`src/isp_pkg.sv`:
```
// Purpose: Shared constants and types of the indexer station positioner
// Assumes: 25 MHz system clock, synchronous active-high reset
// Notes: Times are kept in ms and converted to cycles with MS_CYC
//
// Notes on behaviour
// - Target station comes from next-station word
// - Speed from table entry or direct word
// - Mode enabled only with operation digit 1
// - Speed-method parameter picks word interpretation
// - Direction parameter sets station allocation sense
// - Station above count minus one warns
// - Eight entries: speed, accel, decel
// - Accel constant 0 to 20000 ms
// - Decel constant 0 to 20000 ms
// - Direct speed needs two stations, entry 1
// - Table mode start uses selected entry
// - Direct mode start uses word speed
// - Start before homing raises home alarm
// - Start ignored while a move runs
// - Torque limit switches after in-position delay
// - In-position on at power-up when in range
// - Speed selection latched at start only
package isp_pkg;

  // ---------------------------------------------------------------
  // Timing
  // ---------------------------------------------------------------
  localparam int unsigned CLK_HZ = 25_000_000;
  localparam int unsigned MS_CYC = CLK_HZ / 1000;

  // ---------------------------------------------------------------
  // Fields, limits and reset values
  // ---------------------------------------------------------------
  localparam int OPSEL_MSB = 15;
  localparam int OPSEL_LSB = 12;
  localparam logic [3:0] OPSEL_INDEXER = 4'h1;
  localparam int TBL_DEPTH = 8;
  localparam logic [2:0] TBL_FIRST = 3'h0;
  localparam logic [15:0] TC_MAX_MS = 16'h4E20;
  localparam logic [15:0] RST_WORD = 16'h0000;
  localparam logic [7:0] RST_STATION = 8'h00;

  // ---------------------------------------------------------------
  // Types
  // ---------------------------------------------------------------
  typedef struct packed {
    logic [15:0] speed;
    logic [15:0] acc_ms;
    logic [15:0] dec_ms;
  } isp_entry_t;

  typedef struct packed {
    logic [15:0] station;
    logic [15:0] speed;
    logic [15:0] acc_ms;
    logic [15:0] dec_ms;
    logic dir;
  } isp_cmd_t;

  typedef enum logic [0:0] {
    ST_IDLE = 1'b0,
    ST_MOVE = 1'b1
  } isp_state_t;

endpackage : isp_pkg

```
`src/isp_bit_sync.sv`:
```
// Purpose: Two-flop synchroniser for a group of remote bits
// Assumes: Each bit is independent; no word coherence needed
// Notes: Only the second stage may be read by logic
module isp_bit_sync #(
  parameter int W = 6
) (
  // Clock and reset
  input wire logic i_sys_clk,
  input wire logic i_rst,
  // Bits
  input wire logic [W-1:0] i_async,
  output logic [W-1:0] o_sync
);
  import isp_pkg::*;

  logic [W-1:0] meta;

  genvar g;
  generate
    for (g = 0; g < W; g++) begin : g_bit
      always_ff @(posedge i_sys_clk) begin
        if (i_rst) begin
          meta[g] <= 1'b0;
          o_sync[g] <= 1'b0;
        end else begin
          meta[g] <= i_async[g];
          o_sync[g] <= meta[g];
        end
      end
    end
  endgenerate

endmodule : isp_bit_sync

```
`src/isp_point_table.sv`:
```
// Purpose: Eight-entry point table of speed and ramp constants
// Assumes: Written by the parameter path, read by index
// Notes: Ramp constants above the limit are clamped on write
module isp_point_table #(
  parameter int DEPTH = isp_pkg::TBL_DEPTH
) (
  // Clock and reset
  input wire logic i_sys_clk,
  input wire logic i_rst,
  // Write port
  input wire logic i_we,
  input wire logic [2:0] i_widx,
  input wire isp_pkg::isp_entry_t i_wdata,
  // Read port
  input wire logic [2:0] i_ridx,
  output isp_pkg::isp_entry_t o_rdata
);
  import isp_pkg::*;

  isp_entry_t mem [DEPTH];
  isp_entry_t wclamp;

  function automatic logic [15:0] clamp_tc(input logic [15:0] v);
    clamp_tc = (v > TC_MAX_MS) ? TC_MAX_MS : v;
  endfunction : clamp_tc

  assign wclamp.speed = i_wdata.speed;
  assign wclamp.acc_ms = clamp_tc(i_wdata.acc_ms);
  assign wclamp.dec_ms = clamp_tc(i_wdata.dec_ms);
  assign o_rdata = mem[i_ridx];

  genvar g;
  generate
    for (g = 0; g < DEPTH; g++) begin : g_ent
      always_ff @(posedge i_sys_clk) begin
        if (i_rst) begin
          mem[g] <= '0;
        end else if (i_we && i_widx == 3'(g)) begin
          mem[g] <= wclamp;
        end
      end
    end
  endgenerate
endmodule : isp_point_table

```
`src/isp_indexer.sv`:
```
// Purpose: Start, speed selection and status of the indexer mode
// Assumes: Motion loop on the same clock executes o_cmd
// Notes: Remote bits arrive from the link and are synchronised;
//        the station word is compared every cycle for the warning; both words are latched at a start
module isp_indexer #(
  parameter int unsigned P_MS_CYC = isp_pkg::MS_CYC
) (
  // Clock and reset
  input wire logic i_sys_clk,
  input wire logic i_rst,
  // Remote bits from the master
  input wire logic i_start_bit,
  input wire logic i_mode_select_one,
  input wire logic i_mode_select_two,
  input wire logic i_spec_system_select,
  input wire logic i_rot_dir,
  input wire logic i_alarm_clear,
  // Remote words from the master
  input wire logic [15:0] i_next_station_word,
  input wire logic [15:0] i_speed_or_table_word,
  // Parameters
  input wire logic [15:0] i_operation_select_param,
  input wire logic i_speed_method_param,
  input wire logic i_station_direction_param,
  input wire logic [15:0] i_station_count_param,
  input wire logic [15:0] i_positioning_torque_limit_param,
  input wire logic [15:0] i_normal_torque_limit,
  input wire logic [15:0] i_torque_switch_delay_param,
  input wire logic i_two_stations,
  // Point table write
  input wire logic i_tbl_we,
  input wire logic [2:0] i_tbl_idx,
  input wire isp_pkg::isp_entry_t i_tbl_data,
  // Motion loop
  input wire logic i_home_done,
  input wire logic i_in_range,
  input wire logic i_move_done,
  output logic o_move_req,
  output isp_pkg::isp_cmd_t o_cmd,
  // Status to the master
  output logic o_in_position_out,
  output logic o_movement_complete_out,
  output logic [7:0] o_station_out,
  output logic o_home_incomplete_alarm,
  output logic o_next_station_warning,
  output logic o_torque_sel,
  output logic [15:0] o_torque_limit
);
  import isp_pkg::*;

  // ---------------------------------------------------------------
  // Input synchronisers
  // ---------------------------------------------------------------
  logic [5:0] bits_sync;
  logic s_start;
  logic s_md1;
  logic s_md2;
  logic s_spec;
  logic s_dir;
  logic s_aclr;

  isp_bit_sync #(.W(6)) u_sync (
    .i_sys_clk(i_sys_clk),
    .i_rst(i_rst),
    .i_async({i_start_bit, i_mode_select_one, i_mode_select_two,
              i_spec_system_select, i_rot_dir, i_alarm_clear}),
    .o_sync(bits_sync)
  );

  assign {s_start, s_md1, s_md2, s_spec, s_dir, s_aclr} = bits_sync;

  // ---------------------------------------------------------------
  // Decode
  // ---------------------------------------------------------------
  function automatic logic [2:0] tbl_index(input logic [15:0] w);
    if (w >= 16'h0001 && w <= 16'h0008) begin
      tbl_index = 3'(w - 16'h0001);
    end else begin
      tbl_index = TBL_FIRST;
    end
  endfunction : tbl_index

  isp_state_t state;
  isp_state_t next_state;
  logic start_q;
  logic start_rise;
  logic opsel_ok;
  logic mode_ok;
  logic direct_ok;
  logic over_range;
  logic home_block;
  logic launch;
  logic done_now;
  logic [2:0] rd_idx;
  isp_entry_t entry;
  isp_cmd_t next_cmd;

  assign start_rise = s_start & ~start_q;
  assign opsel_ok = i_operation_select_param[OPSEL_MSB:OPSEL_LSB]
                    == OPSEL_INDEXER;
  // Mode select two set, mode select one clear, with register-specified station and speed
  assign mode_ok = opsel_ok & ~s_md1 & s_md2 & s_spec;
  // Direct speed falls back to table use without two stations
  assign direct_ok = i_speed_method_param & i_two_stations;
  assign over_range = i_next_station_word >= i_station_count_param;
  assign home_block = start_rise & mode_ok & ~i_home_done;
  // Busy start is dropped, not queued
  assign launch = start_rise & mode_ok & (state == ST_IDLE)
                  & i_home_done & ~over_range;
  assign done_now = (state == ST_MOVE) & i_move_done;
  assign next_state = launch ? ST_MOVE : (done_now ? ST_IDLE : state);

  // Direct speed reads entry 1 for its ramps
  assign rd_idx = direct_ok ? TBL_FIRST
                  : tbl_index(i_speed_or_table_word);

  isp_point_table #(.DEPTH(TBL_DEPTH)) u_tbl (
    .i_sys_clk(i_sys_clk),
    .i_rst(i_rst),
    .i_we(i_tbl_we),
    .i_widx(i_tbl_idx),
    .i_wdata(i_tbl_data),
    .i_ridx(rd_idx),
    .o_rdata(entry)
  );

  assign next_cmd.station = i_next_station_word;
  assign next_cmd.speed = direct_ok ? i_speed_or_table_word
                          : entry.speed;
  assign next_cmd.acc_ms = entry.acc_ms;
  assign next_cmd.dec_ms = entry.dec_ms;
  assign next_cmd.dir = s_dir ^ i_station_direction_param;

  // ---------------------------------------------------------------
  // Sequencing
  // ---------------------------------------------------------------
  always_ff @(posedge i_sys_clk) begin
    if (i_rst) begin
      state <= ST_IDLE;
      start_q <= 1'b0;
      o_move_req <= 1'b0;
    end else begin
      state <= next_state;
      start_q <= s_start;
      o_move_req <= launch;
    end
  end

  // Command is frozen for the whole move
  always_ff @(posedge i_sys_clk) begin
    if (i_rst) begin
      o_cmd <= '0;
    end else if (launch) begin
      o_cmd <= next_cmd;
    end
  end

  always_ff @(posedge i_sys_clk) begin
    if (i_rst) begin
      o_movement_complete_out <= 1'b0;
      o_station_out <= RST_STATION;
    end else if (launch) begin
      o_movement_complete_out <= 1'b0;
    end else if (done_now) begin
      o_movement_complete_out <= 1'b1;
      o_station_out <= o_cmd.station[7:0];
    end
  end

  // Range is checked from reset on, so power-up shows it too
  always_ff @(posedge i_sys_clk) begin
    if (i_rst) begin
      o_in_position_out <= 1'b0;
    end else begin
      o_in_position_out <= (next_state == ST_IDLE) & i_in_range;
    end
  end

  // ---------------------------------------------------------------
  // Alarm and warning
  // ---------------------------------------------------------------
  always_ff @(posedge i_sys_clk) begin
    if (i_rst) begin
      o_home_incomplete_alarm <= 1'b0;
    end else if (home_block) begin
      o_home_incomplete_alarm <= 1'b1;
    end else if (s_aclr) begin
      o_home_incomplete_alarm <= 1'b0;
    end
  end

  always_ff @(posedge i_sys_clk) begin
    if (i_rst) begin
      o_next_station_warning <= 1'b0;
    end else begin
      o_next_station_warning <= mode_ok & over_range;
    end
  end

  // ---------------------------------------------------------------
  // Torque limit switch-over
  // ---------------------------------------------------------------
  logic [31:0] pre_cnt;
  logic [15:0] ms_cnt;
  logic ms_tick;
  logic delay_met;

  assign ms_tick = pre_cnt == P_MS_CYC - 1;
  assign delay_met = ms_cnt >= i_torque_switch_delay_param;
  assign o_torque_limit = o_torque_sel ? i_positioning_torque_limit_param
                          : i_normal_torque_limit;

  // Prescaler restarts whenever in-position drops
  always_ff @(posedge i_sys_clk) begin
    if (i_rst || !o_in_position_out) begin
      pre_cnt <= '0;
      ms_cnt <= RST_WORD;
      o_torque_sel <= 1'b0;
    end else if (delay_met) begin
      o_torque_sel <= 1'b1;
    end else if (ms_tick) begin
      pre_cnt <= '0;
      ms_cnt <= ms_cnt + 16'h0001;
    end else begin
      pre_cnt <= pre_cnt + 32'h0000_0001;
    end
  end
endmodule : isp_indexer

```
`config.mk`:
```
export PLATFORM = sky130hd
export DESIGN_NAME = isp_indexer
export DESIGN_NICKNAME = d
export VERILOG_FILES = /design/src/isp_pkg.sv /design/src/isp_bit_sync.sv /design/src/isp_point_table.sv /design/src/isp_indexer.sv
export SDC_FILE = /design/constraint.sdc
export NUM_CORES = 1
export LEC_CHECK = 0
export BUFFER_PORTS_ARGS = -buffer_cell sky130_fd_sc_hd__buf_2
export CAP_MARGIN = 10
export CORE_MARGIN = 1
export CORE_UTILIZATION = 30
export CTS_CLUSTER_DIAMETER = 200
export DETAILED_ROUTE_END_ITERATION = 12
export PLACE_DENSITY_LB_ADDON = 0.15
export SKIP_LAST_GASP = 1
export SYNTH_ARGS = -nofsm -noshare
export SYNTH_HDL_FRONTEND = slang
export SYNTH_SLANG_ARGS = --single-unit
```
`constraint.sdc`:
```
create_clock -name i_sys_clk -period 6.4 [get_ports i_sys_clk]
set_input_delay 0.96 -clock i_sys_clk [delete_from_list [all_inputs] [get_ports i_sys_clk]]
set_output_delay 0.96 -clock i_sys_clk [all_outputs]
set_load 0.02 [all_outputs]
```
=== Word level (Yosys, flattened, before mapping) ===
Memory sizes are Yosys's and may differ from the RTL's.
Index checks and enable logic that the tools add are counted.

* Bits of input ports: 178
* Memories kept: 1
* Flip-flop bits (word level): 141
* RAM bits: 384
* Word-level logic and storage cells: 138
* Output and inout port bits: 95

* Bitwise logic cells: 30
* Eq/ne operators: 9
* $lt $le $gt $ge: 6
* Mux-type cells: 45
* Reduce and logical (&&, ||, !) cells: 16
* $add $sub $neg: 3

{| class="wikitable"
|+ Memory list
! memory !! words !! bits a word !! read ports !! clocked after Yosys merged registers in !! write ports !! RTL line !! source
|-
| u_tbl.mem || 8 || 48 || 1 || 0 || 8 || isp_point_table.sv:20 || <nowiki>isp_entry_t mem [DEPTH];</nowiki>
|}

{| class="wikitable"
|+ Operators with widths
! cell !! count
|-
| 48-bit 2-to-1 mux || 8
|-
| 16-bit 2-to-1 mux || 4
|-
| 32-bit by 1-bit adder with 32-bit output (second input constant) || 1
|-
| 32-bit by 15-bit equality test with 1-bit output (second input constant) || 1
|-
| 16-bit greater-or-equal comparator || 2
|-
| 16-bit by 15-bit > comparator with 1-bit output (second input constant) || 2
|-
| 32-bit 2-to-1 mux || 1
|-
| 1-bit 2-to-1 mux || 30
|-
| 16-bit by 1-bit adder with 16-bit output (second input constant) || 1
|-
| 16-bit by 1-bit greater-or-equal comparator with 1-bit output (second input constant) || 1
|-
| 16-bit by 4-bit less-or-equal comparator with 1-bit output (second input constant) || 1
|-
| 1-bit bitwise AND || 13
|-
| 3-bit equality test (second input constant) || 4
|-
| 1-bit logical AND || 9
|-
| 1-bit inverter || 8
|-
| 1-bit OR || 8
|-
| 3-bit by 2-bit equality test with 1-bit output (second input constant) || 2
|-
| 3-bit 2-to-1 mux || 2
|-
| 4-bit by 1-bit equality test with 1-bit output (second input constant) || 1
|-
| 2-bit AND reduction || 2
|-
| 3-bit by 1-bit equality test with 1-bit output (second input constant) || 1
|-
| 3-bit logical NOT || 1
|-
| 3-bit by 1-bit subtractor with 3-bit output (second input constant) || 1
|-
| 2-bit nonzero test || 1
|-
| 4 further kinds || 4
|}

=== Logic depth before layout (Yosys ltp) ===
* Depth in word-level cells: 11
* Gate-level depth with buffers: 12
* Depth with buffers taken out: 8

=== Cells and area by module ===
A second synthesis with hierarchy kept.

* Cell total of the unflattened synthesis: 1934
* Area, all modules: 25782.2 µm²

{| class="wikitable"
|+ Modules (own cells, without submodules)
! module !! area each (µm²) !! times used !! cells an instance !! sequential area each (µm²)
|-
| isp_point_table || 18796.8 || 1 || 1101 || 11531.1
|-
| isp_indexer || 6618.8 || 1 || 808 || 2582.5
|-
| isp_bit_sync || 366.6 || 1 || 25 || 240.2
|}

=== Worst setup path before layout ===
Ideal clock, no wire load.

* Path kind: input -> register
* From: in i_tbl_idx[0]
* To: mem u_tbl.mem[4][0] in the netlist's numbering (enable)
* Data required time: 5874 ps
* Setup time: 526 ps
* Arrival time: 4741 ps
* Stages: 2
* Path buffers: 1
* Slack: 1134 ps
* Path through: clkbuf_1 -> o31ai_1

{| class="wikitable"
|+ RTL lines
! element !! RTL line !! source
|-
| start, declared || isp_indexer.sv:32 || <nowiki>input wire logic [2:0] i_tbl_idx,</nowiki>
|-
| end, declared || isp_point_table.sv:20 ||
|}

=== Final worst setup path ===
* From: in i_speed_or_table_word[7]
* To: reg o_cmd[31] in the netlist's numbering

* Longest elaborated chain between the ends: 5
* Elaborated cells between the ends (all ways): 6
* Classes of those cells: 2 x order compare; 2 x mux; 1 x reduce/logical; 1 x memory

{| class="wikitable"
|+ RTL lines
! element !! RTL line !! source
|-
| start, declared || isp_indexer.sv:20 || <nowiki>input wire logic [15:0] i_speed_or_table_word,</nowiki>
|-
| 16-bit by 1-bit greater-or-equal comparator with 1-bit output or 16-bit by 4-bit less-or-equal comparator with 1-bit output (tied branches) || isp_indexer.sv:76 || <nowiki>if (w >= 16'h0001 && w <= 16'h0008) begin</nowiki>
|-
| 1-bit logical AND * || isp_indexer.sv:76 ||
|-
| 3-bit 2-to-1 mux * || isp_indexer.sv:76 ||
|-
| 3-bit 2-to-1 mux * || isp_indexer.sv:114 || <nowiki>assign rd_idx = direct_ok ? TBL_FIRST</nowiki>
|-
| memory read 8 x 48 bit * || - ||
|-
| end signal, assigned || isp_indexer.sv:154 || <nowiki>o_cmd <= next_cmd;</nowiki>
|-
| end, declared || isp_indexer.sv:39 || <nowiki>output isp_pkg::isp_cmd_t o_cmd,</nowiki>
|}

Mark *: on every way between the ends. The rest lies on a longest branch, timed or not.
A chain may end at the register's enable or synchronous reset.

==> flow_metrics.env <==
export IMPL_run_status="complete, no violations"
export IMPL_start_util_pct=30.6
export IMPL_critPathRequiredTime_ns=6.95
export IMPL_cts_made_buffers=61
export IMPL_rr_startpoint="ms_cnt[13]"
export IMPL_synth_simple_area_share_pct=15.8
export IMPL_dr_total_vias=17300
export IMPL_maxSlewHeadroom_pct=18.0
export IMPL_slew_viol_final=0
export IMPL_reg2reg_depth=7
export IMPL_synth_top_family_by_area="simple AND/OR/NAND/NOR gates"
export IMPL_grt_ovfl_total=0
export IMPL_hp_start="u_sync.meta[5]"
export IMPL_hold_class="flip-flop to flip-flop"
export IMPL_antenna_left=0
export IMPL_max_slew_worst_pin_slew_ns=1.23
export IMPL_postCtsSetupBuffers=0
export IMPL_dp_hpwl_um=46800
export IMPL_die_area_mm2=0.0806
export IMPL_post_drt_wl_per_cell_um=22.6
export IMPL_syn_inst=2028
export IMPL_arrival_ns=4.19
export IMPL_synth_edf_count=384
export IMPL_synth_cell_types=70
export IMPL_cpMostUsedCell="buf_4"
export IMPL_drt_iter0_drc=1368
export IMPL_track_usage_pct=18.3
export IMPL_crit_path_start_kind="primary input"
export IMPL_fin_area_mm2=0.0285
export IMPL_crit_fanout=20
export IMPL_ys_seq_elements=525
export IMPL_whs_ns=0.435
export IMPL_hold_viol_final=0
export IMPL_period_needed_ns=3.64
export IMPL_synth_most_common_cell="edfxtp_1"
export IMPL_comb_power_share_pct=6.1
export IMPL_grt_first_pass_wirelength_um=112000
export IMPL_routed_wl_um=75700
export IMPL_clkSinkCount=525
export IMPL_worstSetupPathType="primary input to flip-flop"
export IMPL_port_buffer_count=260
export IMPL_synth_compound_area_share_pct=9.72
export IMPL_maxCapViolations=0
export IMPL_area_growth_pct=19.4
export IMPL_cts_resized=0
export IMPL_grt_max_degree=53
export IMPL_cp_slowest_stage_delay_ns=0.66
export IMPL_hold_depth=1
export IMPL_gp_congestion=0.826
export IMPL_pwr_share_clk_pct=46.2
export IMPL_clock_skew_ns=0.0788
export IMPL_final_net_count=2476
export IMPL_clockBufferDepth=3
export IMPL_switchingPower_w=0.00186
export IMPL_clock_root_buffer="clkbuf_16"
export IMPL_synth_area_leader_cell="edfxtp_1"
export IMPL_firstDrtPassIters=5
export IMPL_drc=0
export IMPL_cellLeakagePower_nw=10.8
export IMPL_slowest_stage="nor2_4"
export IMPL_yosysWarnings=0
export IMPL_synth_area_mm2=0.0238
export IMPL_cts_tree="done"
export IMPL_internal_power_w=0.00623
export IMPL_via_per_inst=5.15
export IMPL_cts_hold_buf=0
export IMPL_synth_xor_area_share_pct=0.331
export IMPL_place_ws_ns=2.12
export IMPL_switching_share_pct=23.0
export IMPL_worst_slack_ns=2.76
export IMPL_path_cells="buf_2, nor4_2, and4_1, buf_4, nand3_1, nor2_4, buf_4, a22oi_1, a32o_1"
export IMPL_antenna_found_initial=6
export IMPL_synthFlopType="edfxtp_1"
export IMPL_fill_cells=7670
export IMPL_synth_top_area_share_pct=48.4
export IMPL_grt_setup_unrepaired="no"
export IMPL_place_area_mm2=0.0263
export IMPL_num_io_pins=273
export IMPL_ys_seq_area_share_pct=60.2
export IMPL_timing_final_crit_share_pct=56.9
export IMPL_syn_area_per_cell_um2=11.7
export IMPL_ys_top_cells_by_area="edfxtp_1 48%, dfxtp_1 12%, mux2i_1 7.0%"
export IMPL_worstSetupEndpointType="flip-flop"
export IMPL_setup_viol=0
export IMPL_grt_pass1_vias=17000
export IMPL_synth_common_cells="384 x edfxtp_1, 289 x nor2_1, 166 x mux2i_1"
export IMPL_peakVddDrop_mv=0.229
export IMPL_fmax_mhz=275
export IMPL_async_reset_ff_share_pct=0
export IMPL_htree_levels=2
export IMPL_seqPwrFrac_pct=47.7
export IMPL_die_w_um=284
export IMPL_r2r_slack_ns=3.56
export IMPL_min_to="u_sync.o_sync[5]"
export IMPL_synthAdderAreaFrac_pct=1.94
export IMPL_num_rows=102
export IMPL_drive_gt1_share_pct=20.3
export IMPL_clk_latency_ns=0.67
export IMPL_fin_tns_setup_ns=0
export IMPL_clk_pin_slew_ns=0.06
export IMPL_timing_rr_end="pre_cnt[29]"
export IMPL_coreArea_mm2=0.0780
export IMPL_die_height_um=284
export IMPL_powerDensity_mw_per_mm2=284
export IMPL_synthMuxAreaShare_pct=8.44
worst max-delay path: cells and delay by family:
kind	cells	cell delay, ns
AOI/OAI and AO/OA	2	0.43
buffers and inverters	3	0.86
and+or+nand+nor	4	1.91
registers in the layout, indices dropped and copies added, names as in the netlist, 6 cells and up:
signal	cells
o_cmd	65
o_station_out	8
u_tbl.mem	384
u_sync.o_sync	6
pre_cnt	32
u_sync.meta	6
ms_cnt	16
layout make-up:
| class | count | area, µm² | share of cell area, % |
|---|---|---|---|
| flip-flops and latches | 525 | 14400 | 50.4 |
| multi-input cells | 1325 | 8800 | 30.9 |
| repair buffers | 307 | 1680 | 5.91 |
| clock buffers | 81 | 1680 | 5.91 |
| well taps | 1040 | 1300 | 4.57 |
| clock inverters | 35 | 475 | 1.67 |
| inverters | 41 | 154 | 0.541 |
| diodes | 4 | 10.0 | 0.0352 |
power groups by stage:
stage / combinational, W / sequential (W) / clock [W]
final: 0.000490 / 0.00386 / 0.00374
after global routing: 0.000535 / 0.00388 / 0.00395
after CTS: 0.000498 / 0.00386 / 0.00381
after detailed placement: 0.000497 / 0.00393 / 0
after global placement: 0.000491 / 0.00393 / 0
after floorplan: 0.000268 / 0.00393 / 0
logic make-up (layout without fill, tap and decap cells):
group / after synthesis / count (layout)
compound gates: 318 / 318
xor+xnor: 9 / 9
fa+ha+maj: 37 / 37
buf+inv: 193 / 464
flops: 525 / 525
mux: 197 / 197
other cells: 1 / 20
simple gates: 748 / 748
routing by layer:
metal / vias up / GRT usage (%) / wire length (µm) / part of all wire [%]
li1: 8058 / - / - / -
met1: 8613 / 24.2 / 33100 / 44
met2: 511 / 30.7 / 36200 / 48
met3: 101 / 3.81 / 4970 / 6.6
met4: 6 / 4.28 / 1330 / 1.8
met5: - / 0 / 36 / 0.048
cells in the final DEF, fill, tap and decap left out, types with 16 or more instances in the layout:
cell | Yosys | layout
and2_1 | 36 | 35
mux2i_1 | 166 | 166
nor2b_1 | 29 | 27
mux2_2 | 31 | 31
and3_1 | 104 | 103
edfxtp_1 | 384 | 384
nor3_1 | 24 | 24
dfxtp_1 | 141 | 141
buf_4 | 4 | 44
clkbuf_16 | 0 | 61
nor4_1 | 37 | 37
ha_1 | 37 | 36
or4_1 | 24 | 24
a21oi_1 | 101 | 101
buf_2 | 23 | 260
inv_1 | 41 | 41
a22oi_1 | 64 | 64
a32o_1 | 32 | 32
nor2_1 | 289 | 286
o31ai_1 | 25 | 24
conb_1 | 1 | 16
nand2_1 | 87 | 80
nand3_1 | 58 | 57
o21ai_0 | 19 | 18
stage by stage:
step	power [W]	utilization, %	instances
2_1_floorplan	0.00420	-	2043
3_3_place_gp	0.00442	33.7	3237
3_5_place_dp	0.00443	33.7	3237
4_1_cts	0.00817	36.5	3353
5_1_grt	0.00836	36.5	3356
6_report	0.00809	36.5	3358
worst max-delay path by stage:
stage / from / to / slack, ns / cells past startpoint
2_1_floorplan: i_tbl_idx[0] / u_tbl.mem[4][0] / 1.13 / 2
3_3_place_gp: i_speed_or_table_word[7] / o_cmd[30] / 2.14 / 9
3_5_place_dp: i_speed_or_table_word[7] / o_cmd[31] / 2.12 / 9
4_1_cts: i_speed_or_table_word[7] / o_cmd[30] / 2.80 / 9
5_1_grt: i_speed_or_table_word[7] / o_cmd[25] / 2.64 / 9
6_report: i_speed_or_table_word[7] / o_cmd[31] / 2.76 / 9
Power figures use the tool's default switching activity.
